`config.mk`:
```
export PLATFORM = sky130hd
export DESIGN_NAME = wlsr_ctrl
export DESIGN_NICKNAME = d
export VERILOG_FILES = /design/src/include/wlsr_pkg.sv /design/src/include/wlsr_sync_if.sv /design/src/hdl/wlsr_ctrl.sv /design/src/hdl/wlsr_sync.sv
export SDC_FILE = /design/constraint.sdc
export NUM_CORES = 1
export LEC_CHECK = 0
export BUFFER_PORTS_ARGS = -buffer_cell sky130_fd_sc_hd__buf_2
export CAP_MARGIN = 15
export CORE_AREA = 5 5 127 159
export CTS_CLUSTER_SIZE = 30
export DETAILED_ROUTE_END_ITERATION = 8
export DIE_AREA = 0 0 132 164
export SYNTH_ARGS = -nofsm -noshare
export SYNTH_HDL_FRONTEND = slang
export SYNTH_SLANG_ARGS = --single-unit
```
`constraint.sdc`:
```
create_clock -name mclk -period 7.16 [get_ports mclk]
set_clock_uncertainty 0.2 [all_clocks]
set_input_delay 0.358 -clock mclk [delete_from_list [all_inputs] [get_ports mclk]]
set_output_delay 0.358 -clock mclk [all_outputs]
set_load 0.05 [all_outputs]
```
`src/include/wlsr_pkg.sv`:
```
// constants shared by the write-lock and soft-reset control block
package wlsr_pkg;
  // register offsets
  localparam logic [7:0] STATUS1_ADDR = 8'h02;
  localparam logic [7:0] STATUS2_ADDR = 8'h03;
  localparam logic [7:0] DIE_TEMP_ADDR = 8'h0e;
  localparam logic [7:0] LOCK_CTRL_ADDR = 8'h10;
  // lock control field positions
  localparam int LOCK_POS = 7;
  localparam int SUP_DIS_POS = 3;
  localparam int RST_LSB = 0;
  localparam int RST_MSB = 1;
  // reset values
  localparam logic [7:0] DIE_TEMP_RESET = 8'h00;
  localparam logic [7:0] LOCK_CTRL_RESET = 8'h00;
  localparam logic [7:0] CODE_RESET = 8'h00;
  // reset key steps, written as {bit1, bit0}
  localparam logic [1:0] KEY_STEP1 = 2'b00;
  localparam logic [1:0] KEY_STEP2 = 2'b11;
  localparam logic [1:0] KEY_STEP3 = 2'b10;
  // integrity code polynomial, x^8+x^2+x+1
  localparam logic [7:0] CODE_POLY = 8'h07;
  localparam int USER_IMAGE_W = 32;
  // supply recovery interval, plain default
  localparam int unsigned CLK_MHZ = 25;
  localparam int unsigned SUPPLY_RECOVERY_US = 1000;
  localparam int unsigned SUPPLY_RECOVERY_CYCLES =
    SUPPLY_RECOVERY_US * CLK_MHZ;
  localparam int TIMER_W = 20;
  localparam logic [19:0] TIMER_ZERO = 20'h0_0000;
  localparam logic [19:0] TIMER_ONE = 20'h0_0001;
  // reset key tracker states
  typedef enum logic [1:0] {
    WLSR_KEY_IDLE = 2'b00,
    WLSR_KEY_GOT1 = 2'b01,
    WLSR_KEY_GOT2 = 2'b10
  } wlsr_key_t;
endpackage : wlsr_pkg

```
`src/include/wlsr_sync_if.sv`:
```
// raw pin level and its filtered copy between top and synchroniser
`timescale 1ns/1ps
interface wlsr_sync_if;
  logic raw;
  logic level;
  modport src (output raw, input level);
  modport sync (input raw, output level);
endinterface : wlsr_sync_if

```
`src/hdl/wlsr_ctrl.sv`:
```
// write-lock, supply-error reporting and soft-reset key control
// Summary of operation
// - die temperature register read-only, reset zero
// - lock set blocks writes except reset key
// - lock bit sticks until device reset
// - locked: recompute and compare integrity code
// - locked: self-test disabled, start refused
// - report-disable bit selects supply error reporting
// - spi, disable 0: silent, then one code
// - spi, disable 0: clear on read, timer zero
// - spi, disable 1: silent while timer runs
// - spi, disable 1: auto clear at zero
// - i2c: silent until expiry, status1 read clears
// - three key writes 00, 11, 10 reset
// - lock register write answer echoes new contents
// - final key write: no answer, no ack
// - reads show key zero, abort sequence
// - key field excluded from integrity code
// - one recovery timer, reloaded during faults
// - code mismatch sets integrity error flag
`timescale 1ns/1ps
module wlsr_ctrl #(
  parameter int unsigned RCV_CYCLES = wlsr_pkg::SUPPLY_RECOVERY_CYCLES
) (
  input wire logic mclk,
  input wire logic rst_n,
  input wire logic cmd_valid,
  input wire logic cmd_write,
  input wire logic cmd_data_tx,
  input wire logic [7:0] cmd_addr,
  input wire logic [7:0] cmd_wdata,
  input wire logic i2c_mode,
  input wire logic supply_fault,
  input wire logic [7:0] temp_value,
  input wire logic [31:0] user_image,
  input wire logic selftest_req,
  output logic rsp_valid,
  output logic [7:0] rsp_data,
  output logic rsp_error_code,
  output logic i2c_ack,
  output logic soft_reset,
  output logic user_write_enable,
  output logic selftest_enable,
  output logic selftest_start,
  output logic integrity_error,
  output logic supply_error,
  output logic init_done_lock,
  output logic supply_error_report_disable
);
  localparam logic [19:0] RCV_LOAD = RCV_CYCLES[19:0];

  // synchronised supply fault level
  wlsr_sync_if fault_if ();
  assign fault_if.raw = supply_fault;
  wlsr_sync u_fault_sync (
    .mclk (mclk),
    .rst_n (rst_n),
    .port (fault_if)
  );
  logic fault_lvl;
  assign fault_lvl = fault_if.level;

  // state
  logic [7:0] temp_q;
  logic lock_q;
  logic sup_dis_q;
  logic [2:0] rsv_hi_q;
  logic rsv_lo_q;
  logic lock_seen_q;
  wlsr_pkg::wlsr_key_t key_st_q;
  wlsr_pkg::wlsr_key_t key_st_d;
  logic [19:0] timer_q;
  logic sup_err_q;
  logic code_pend_q;
  logic [7:0] code_ref_q;
  logic integ_err_q;
  logic srst_q;
  logic rsp_valid_q;
  logic [7:0] rsp_data_q;
  logic rsp_code_q;
  logic ack_q;

  // command decode
  logic reg_rd;
  logic reg_wr;
  logic wr_lock;
  logic key_final;
  logic timer_zero;
  logic answer;
  logic send_code;
  logic rd_status1;
  logic rd_status2;
  logic [7:0] lock_view;
  logic [7:0] code_now;

  assign reg_rd = cmd_valid && !cmd_data_tx && !cmd_write;
  assign reg_wr = cmd_valid && !cmd_data_tx && cmd_write;
  assign wr_lock = reg_wr && (cmd_addr == wlsr_pkg::LOCK_CTRL_ADDR);
  assign timer_zero = (timer_q == wlsr_pkg::TIMER_ZERO);
  assign rd_status1 = reg_rd && (cmd_addr == wlsr_pkg::STATUS1_ADDR);
  assign rd_status2 = reg_rd && (cmd_addr == wlsr_pkg::STATUS2_ADDR);

  // third correct key write completes the sequence
  assign key_final = wr_lock && (key_st_q == wlsr_pkg::WLSR_KEY_GOT2) &&
    (cmd_wdata[wlsr_pkg::RST_MSB:wlsr_pkg::RST_LSB] ==
     wlsr_pkg::KEY_STEP3);

  // no answer at all while recovering; none for the final key write
  assign answer = cmd_valid && timer_zero && !key_final;

  // one error-code answer after recovery, spi with reporting on
  assign send_code = answer && code_pend_q;

  // integrity code over user image plus lock bits, key field left out
  function automatic logic [7:0] wlsr_code(input logic [31:0] img,
                                           input logic [5:0] lk);
    logic [7:0] c;
    logic [37:0] bits;
    c = wlsr_pkg::CODE_RESET;
    bits = {img, lk};
    for (int i = 37; i >= 0; i--) begin
      if (c[7] ^ bits[i]) begin
        c = {c[6:0], 1'b0} ^ wlsr_pkg::CODE_POLY;
      end else begin
        c = {c[6:0], 1'b0};
      end
    end
    return c;
  endfunction : wlsr_code

  assign code_now = wlsr_code(user_image,
    {lock_q, rsv_hi_q, sup_dis_q, rsv_lo_q});

  // lock register as read back; key field always reads zero
  assign lock_view = {lock_q, rsv_hi_q, sup_dis_q, rsv_lo_q, 2'b00};

  // die temperature follows the sensor, writes never reach it
  always_ff @(posedge mclk or negedge rst_n) begin
    if (!rst_n) begin
      temp_q <= wlsr_pkg::DIE_TEMP_RESET;
    end else if (srst_q) begin
      temp_q <= wlsr_pkg::DIE_TEMP_RESET;
    end else begin
      temp_q <= temp_value;
    end
  end

  // lock control bits; the key field is never stored, it reads zero
  always_ff @(posedge mclk or negedge rst_n) begin
    if (!rst_n) begin
      lock_q <= wlsr_pkg::LOCK_CTRL_RESET[wlsr_pkg::LOCK_POS];
      sup_dis_q <= wlsr_pkg::LOCK_CTRL_RESET[wlsr_pkg::SUP_DIS_POS];
      rsv_hi_q <= wlsr_pkg::LOCK_CTRL_RESET[6:4];
      rsv_lo_q <= wlsr_pkg::LOCK_CTRL_RESET[2];
    end else if (srst_q) begin
      lock_q <= wlsr_pkg::LOCK_CTRL_RESET[wlsr_pkg::LOCK_POS];
      sup_dis_q <= wlsr_pkg::LOCK_CTRL_RESET[wlsr_pkg::SUP_DIS_POS];
      rsv_hi_q <= wlsr_pkg::LOCK_CTRL_RESET[6:4];
      rsv_lo_q <= wlsr_pkg::LOCK_CTRL_RESET[2];
    end else if (wr_lock && !lock_q) begin
      // a write may set the lock but never clear it
      lock_q <= cmd_wdata[wlsr_pkg::LOCK_POS];
      sup_dis_q <= cmd_wdata[wlsr_pkg::SUP_DIS_POS];
      rsv_hi_q <= cmd_wdata[6:4];
      rsv_lo_q <= cmd_wdata[2];
    end
  end

  // reset key tracker
  always_comb begin
    key_st_d = key_st_q;
    if (wr_lock) begin
      case (key_st_q)
        wlsr_pkg::WLSR_KEY_IDLE: begin
          if (cmd_wdata[1:0] == wlsr_pkg::KEY_STEP1) begin
            key_st_d = wlsr_pkg::WLSR_KEY_GOT1;
          end
        end
        wlsr_pkg::WLSR_KEY_GOT1: begin
          if (cmd_wdata[1:0] == wlsr_pkg::KEY_STEP2) begin
            key_st_d = wlsr_pkg::WLSR_KEY_GOT2;
          end else if (cmd_wdata[1:0] == wlsr_pkg::KEY_STEP1) begin
            key_st_d = wlsr_pkg::WLSR_KEY_GOT1;
          end else begin
            key_st_d = wlsr_pkg::WLSR_KEY_IDLE;
          end
        end
        wlsr_pkg::WLSR_KEY_GOT2: begin
          // a stray 00 counts as a fresh first step
          if (cmd_wdata[1:0] == wlsr_pkg::KEY_STEP1) begin
            key_st_d = wlsr_pkg::WLSR_KEY_GOT1;
          end else begin
            key_st_d = wlsr_pkg::WLSR_KEY_IDLE;
          end
        end
        default: begin
          key_st_d = wlsr_pkg::WLSR_KEY_IDLE;
        end
      endcase
    end else if (reg_wr) begin
      // only consecutive writes to the lock register count
      key_st_d = wlsr_pkg::WLSR_KEY_IDLE;
    end else if (reg_rd) begin
      key_st_d = wlsr_pkg::WLSR_KEY_IDLE;
    end
  end

  always_ff @(posedge mclk or negedge rst_n) begin
    if (!rst_n) begin
      key_st_q <= wlsr_pkg::WLSR_KEY_IDLE;
    end else if (srst_q) begin
      key_st_q <= wlsr_pkg::WLSR_KEY_IDLE;
    end else begin
      key_st_q <= key_st_d;
    end
  end

  // soft reset pulse; temperature, lock bits, key tracker and integrity flag clear on the next edge
  always_ff @(posedge mclk or negedge rst_n) begin
    if (!rst_n) begin
      srst_q <= 1'b0;
    end else begin
      srst_q <= key_final && !srst_q;
    end
  end

  // shared recovery timer, held at full while any fault is seen
  always_ff @(posedge mclk or negedge rst_n) begin
    if (!rst_n) begin
      timer_q <= wlsr_pkg::TIMER_ZERO;
    end else if (fault_lvl) begin
      timer_q <= RCV_LOAD;
    end else if (!timer_zero) begin
      timer_q <= timer_q - wlsr_pkg::TIMER_ONE;
    end
  end

  // supply error flag; a present fault always wins over a clear
  always_ff @(posedge mclk or negedge rst_n) begin
    if (!rst_n) begin
      sup_err_q <= 1'b0;
    end else if (fault_lvl) begin
      sup_err_q <= 1'b1;
    end else if (timer_zero) begin
      if (i2c_mode) begin
        if (rd_status1) begin
          sup_err_q <= 1'b0;
        end
      end else if (sup_dis_q) begin
        sup_err_q <= 1'b0;
      end else if (rd_status1 || send_code) begin
        sup_err_q <= 1'b0;
      end
    end
  end

  // error code owed for exactly one spi answer after recovery
  always_ff @(posedge mclk or negedge rst_n) begin
    if (!rst_n) begin
      code_pend_q <= 1'b0;
    end else if (fault_lvl && !i2c_mode && !sup_dis_q) begin
      code_pend_q <= 1'b1;
    end else if (send_code || (rd_status1 && timer_zero) || i2c_mode ||
                 sup_dis_q) begin
      code_pend_q <= 1'b0;
    end
  end

  // the lock write itself changes coded bits, so checking waits a cycle
  always_ff @(posedge mclk or negedge rst_n) begin
    if (!rst_n) begin
      lock_seen_q <= 1'b0;
    end else begin
      lock_seen_q <= lock_q;
    end
  end

  // reference tracks through the first locked cycle, then freezes
  always_ff @(posedge mclk or negedge rst_n) begin
    if (!rst_n) begin
      code_ref_q <= wlsr_pkg::CODE_RESET;
    end else if (!lock_q || !lock_seen_q) begin
      code_ref_q <= code_now;
    end
  end

  // mismatch flag; status2 read or error-carrying data clears it
  always_ff @(posedge mclk or negedge rst_n) begin
    if (!rst_n) begin
      integ_err_q <= 1'b0;
    end else if (srst_q) begin
      integ_err_q <= 1'b0;
    end else if (lock_q && lock_seen_q && (code_now != code_ref_q)) begin
      integ_err_q <= 1'b1;
    end else if ((rd_status2 || (cmd_data_tx && cmd_valid)) && answer) begin
      integ_err_q <= 1'b0;
    end
  end

  // answer: echo on lock register write, register view on read
  always_ff @(posedge mclk or negedge rst_n) begin
    if (!rst_n) begin
      rsp_valid_q <= 1'b0;
      rsp_data_q <= 8'h00;
      rsp_code_q <= 1'b0;
      ack_q <= 1'b0;
    end else begin
      rsp_valid_q <= answer;
      rsp_code_q <= send_code;
      ack_q <= answer && i2c_mode;
      rsp_data_q <= 8'h00;
      if (answer && reg_wr && (cmd_addr == wlsr_pkg::LOCK_CTRL_ADDR)) begin
        // new contents, including the key just written
        if (lock_q) begin
          rsp_data_q <= {lock_view[7:2], cmd_wdata[1:0]};
        end else begin
          rsp_data_q <= {lock_q | cmd_wdata[7], cmd_wdata[6:0]};
        end
      end else if (answer && reg_rd) begin
        case (cmd_addr)
          wlsr_pkg::DIE_TEMP_ADDR: rsp_data_q <= temp_q;
          wlsr_pkg::LOCK_CTRL_ADDR: rsp_data_q <= lock_view;
          default: rsp_data_q <= 8'h00;
        endcase
      end
    end
  end

  // outputs
  assign rsp_valid = rsp_valid_q;
  assign rsp_data = rsp_data_q;
  assign rsp_error_code = rsp_code_q;
  assign i2c_ack = ack_q;
  assign soft_reset = srst_q;
  assign user_write_enable = !lock_q;
  assign selftest_enable = !lock_q;
  assign selftest_start = selftest_req && !lock_q;
  assign integrity_error = integ_err_q;
  assign supply_error = sup_err_q;
  assign init_done_lock = lock_q;
  assign supply_error_report_disable = sup_dis_q;
endmodule : wlsr_ctrl

```
`src/hdl/wlsr_sync.sv`:
```
// three-flop synchroniser with agreement filter
`timescale 1ns/1ps
module wlsr_sync (
  input wire logic mclk,
  input wire logic rst_n,
  wlsr_sync_if.sync port
);
  logic s1_q;
  logic s2_q;
  logic s3_q;
  logic level_q;

  // s1 feeds only s2; level moves once s2 and s3 agree
  always_ff @(posedge mclk or negedge rst_n) begin
    if (!rst_n) begin
      s1_q <= 1'b0;
      s2_q <= 1'b0;
      s3_q <= 1'b0;
      level_q <= 1'b0;
    end else begin
      s1_q <= port.raw;
      s2_q <= s1_q;
      s3_q <= s2_q;
      if (s2_q == s3_q) begin
        level_q <= s3_q;
      end
    end
  end

  assign port.level = level_q;
endmodule : wlsr_sync

```
==> results by group <==
Worst setup path
  • Worst-path fanout max: 5
  • Critical Path RT: 7150 ps
  • Bufs and invs on worst path: 1
  • CP delay by family, top: simple AND/OR/NAND/NOR gates
  • CP cell instances: inv_1 -> ha_1 -> nor3b_1 -> nand2_1 -> nor3b_1 -> o311ai_1 -> o21ai_0 -> nand2_1 -> nor4_1 -> a221oi_2
  • Crit start category: register
  • Crit path largest cell delay: about 590 ps
  • Slowest cell on crit path: nor3b_1
  • Critical path type: reg2reg
  • Critical Path AT: 3620 ps
  • CP endpoint kind: register

Synth
  • Mapped cell area: between 4000 and 5000 sq um
  • Post-Synth Simple-Gate Area: 0.146
  • Library cells used by synthesis: between 40 and 50
  • Mapped Cells: 367
  • Main synth FF type: dfrtp_1
  • Adder-cell share of the synthesized area: 0.00541
  • Area contributors post-synth: dfrtp_1 38%, xnor3_1 16%, xnor2_1 8.8%, xor2_1 5.1%, nor2_1 2.5%
  • Synth async-reset ratio: 1.00
  • Net count after synthesis: 432
  • Synth Warn #: 0
  • Largest area contributor in the netlist: dfrtp_1
  • Xor/xnor cell area share of the yosys netlist: 0.346
  • Post-synthesis compound-gate area fraction: 0.0842
  • #FFs+latches synth: 64
  • Yosys top cell area share: 0.385
  • Main combinational cell family by area after synthesis: XOR/XNOR gates
  • Post-synth EDFFs: 0
  • Mux share of post-synthesis cell area: 0.0168
  • Synthesized area per cell: approximately 11 sq um
  • Sequential element share of the synthesized area: 0.385

Drt
  • Antenna-violating nets left: 0
  • Initial DRC count: between 100 and 150
  • WL final: around 10000 microns
  • Vias per cell: roughly 4.3
  • Routed WL per cell: about 15 microns
  • First-pass DRT Iterations: 4
  • DR DRC count: 0
  • Vias: roughly 2900

Layout
  • Post-route cell area: a little over 5000 sq um
  • Nets: 514
  • Area Overhead vs Synth: 23.9%
  • Share of post-route cells with drive strength above 1: 0.238

Floorplan
  • DIE HEIGHT: about 160 microns
  • CORE AREA: approximately 19000 sq um
  • IO Pins: 83
  • Die Wd: roughly 130 microns
  • Total die area: approximately 22000 sq um
  • Core Rows: 56
  • Initial core utilization: 0.224

Timing
  • Worst slew margin: 0.440
  • Hold Slack: -13.7 ps
  • Final hold vios: 9
  • Fmax: 275 MHz
  • Final setup margin: 3530 ps
  • Part of the cycle the worst path needs: 0.507
  • Finish-stage setup viols: 0
  • Final slew viol count: 0
  • Slew @ Worst Pin: 840 ps
  • Setup TNS Final: 0 ps
  • RSZ-0062 raised after global routing: no
  • Final min period: roughly 3600 ps

Run status
  • Status: complete, but fails checks
  • Failing checks: hold timing

Clock tree
  • Root buffer cell: clkbuf_16
  • Post-CTS Resized: 0
  • CTS Buf Count: 9
  • Clock sink count: between 60 and 70
  • H-tree levels: 3
  • Clk slew on worst S/H paths: approximately 60 ps
  • Clock Tree Buf Depth: 2
  • TritonCTS clock tree: built
  • Worst skew pair latency: ~340 ps

Place
  • Place WS: approximately 3500 ps
  • Routability cong.: approximately 0.83
  • Placed cell areas: a little under 5000 sq um
  • HPWL after detailed placement: between 8000 and 9000 microns
  • Port buffer count: 82

GRT
  • First-pass GRT wire length: roughly 16000 microns
  • Pin count of the biggest net entering global routing: 65
  • Antenna violations before repair: 2
  • Number of global-route vias before repair: around 3100
  • GR Util All Layers: 0.0980
  • Overflow after GRT: 0

Power and ir drop
  • Leak: about 2.4 nW
  • PwrDens: ~370 nW/um^2
  • VDD IR-drop max: approximately 0.00018 V
  • Pwr Total: 1.91 mW

Worst hold path
  • Hold/Removal Path Class: in2async

Flow run
  • Max_cap viols: 0
synth_stat cells, types with 2 or more instances:
master,instances
a211oi_1,2
a21oi_1,16
a22oi_1,5
a32o_1,2
and2_1,4
buf_1,2
clkbuf_1,9
dfrtp_1,64
inv_1,4
mux2i_1,7
nand2_1,25
nand2b_1,5
nand3_1,9
nand3b_1,4
nand4_1,2
nor2_1,28
nor2b_1,10
nor3_1,9
nor3b_1,2
nor4_1,9
o211a_1,2
o21ai_0,13
o21ai_1,3
o22ai_1,5
o41ai_1,2
or3_1,3
or3b_2,2
xnor2_1,42
xnor2_2,2
xnor2_4,2
xnor3_1,29
xnor3_2,2
xor2_1,24
xor3_1,3
cells in the final DEF (no fill, tap or decap), drive strengths merged, types with 2 or more instances in the layout:
cell / n
a211oi: 2
a21oi: 16
a22oi: 5
a32o: 2
and2: 4
buf: 83
bufinv: 2
clkbuf: 9
clkinv: 3
dfrtp: 64
inv: 6
mux2i: 7
nand2: 25
nand2b: 5
nand3: 9
nand3b: 4
nand4: 2
nor2: 28
nor2b: 10
nor3: 9
nor3b: 2
nor4: 9
o211a: 2
o21ai: 16
o22ai: 5
o41ai: 2
or3: 3
or3b: 2
xnor2: 46
xnor3: 31
xor2: 24
xor3: 3
timing repair:
| action | CTS | global route |
|---|---|---|
| hold buffers | 1 | 0 |
| setup buffers | 0 | 0 |
| endpoints found under the hold margin | 1 | 0 |
| endpoints found under the setup margin | 0 | 0 |
path summary, 6_finish.rpt:
check                                       startpoint                           to  slack [ps]  cells after the start
setup / recovery                timer_q[0]$_DFFE_PN0P_  integrity_error$_DFFE_PN0P_        3530                     10
hold / removal                                   rst_n    code_ref_q[1]$_DFFE_PN0P_         -10                      2
setup reg to reg                timer_q[0]$_DFFE_PN0P_  integrity_error$_DFFE_PN0P_        3530                     10
hold reg to reg            u_fault_sync.s1_q$_DFF_PN0_  u_fault_sync.s2_q$_DFF_PN0_         160                      0
max in group asynchronous                        rst_n        rsp_data[1]$_DFF_PN0_        6210                      2
min in group mclk                        temp_value[3]          temp_q[3]$_DFF_PN0_          30                      2
metal layers:
| metal | part of all wire | vias to the layer above | track usage |
|---|---|---|---|
| met4 | 0.011 | 2 | 0.0299 |
| li1 | - | 1460 | - |
| met2 | 0.54 | 56 | 0.177 |
| met1 | 0.40 | 1400 | 0.107 |
| met3 | 0.045 | 10 | 0.0352 |
| met5 | 0.0011 | - | 0 |
cells by family (layout without fill, tap and decap cells):
| kind of cell | Yosys count | count (layout) |
|---|---|---|
| flops | 64 | 64 |
| mux | 7 | 7 |
| compound gates | 55 | 55 |
| fa+ha+maj | 2 | 2 |
| xor+xnor | 104 | 104 |
| other cells | 0 | 1 |
| simple gates | 118 | 118 |
| buf+inv | 17 | 104 |
state kept, by name, indices dropped and copies added (netlist names), 2 cells and up:
| signal | cells |
|---|---|
| rsp_data | 8 |
| rsv_hi_q | 3 |
| code_ref_q | 8 |
| temp_q | 8 |
| key_st_q | 2 |
| timer_q | 20 |
power by group:
group          switching (mW)  internal [mW]
registers              0.0313          0.398
logic                   0.421          0.574
clock network           0.177          0.309
total                   0.629           1.28
through the flow:
stage / cells / util
6_report: 687 / 0.278
3_3_place_gp: 669 / 0.259
3_5_place_dp: 669 / 0.259
4_1_cts: 686 / 0.278
2_1_floorplan: 367 / -
5_1_grt: 687 / 0.278
final cells by class:
type | count | area [sq um]
sequential | 64 | 1600
antenna | 1 | 2.50
timing repair buffer | 84 | 428
inverter | 4 | 15.0
tap | 232 | 290
fill | 1934 | 13400
clock inverter | 7 | 104
multi-input combinational | 286 | 2490
clock buffer | 9 | 225
Note: power is estimated with default switching activity, not from simulation.
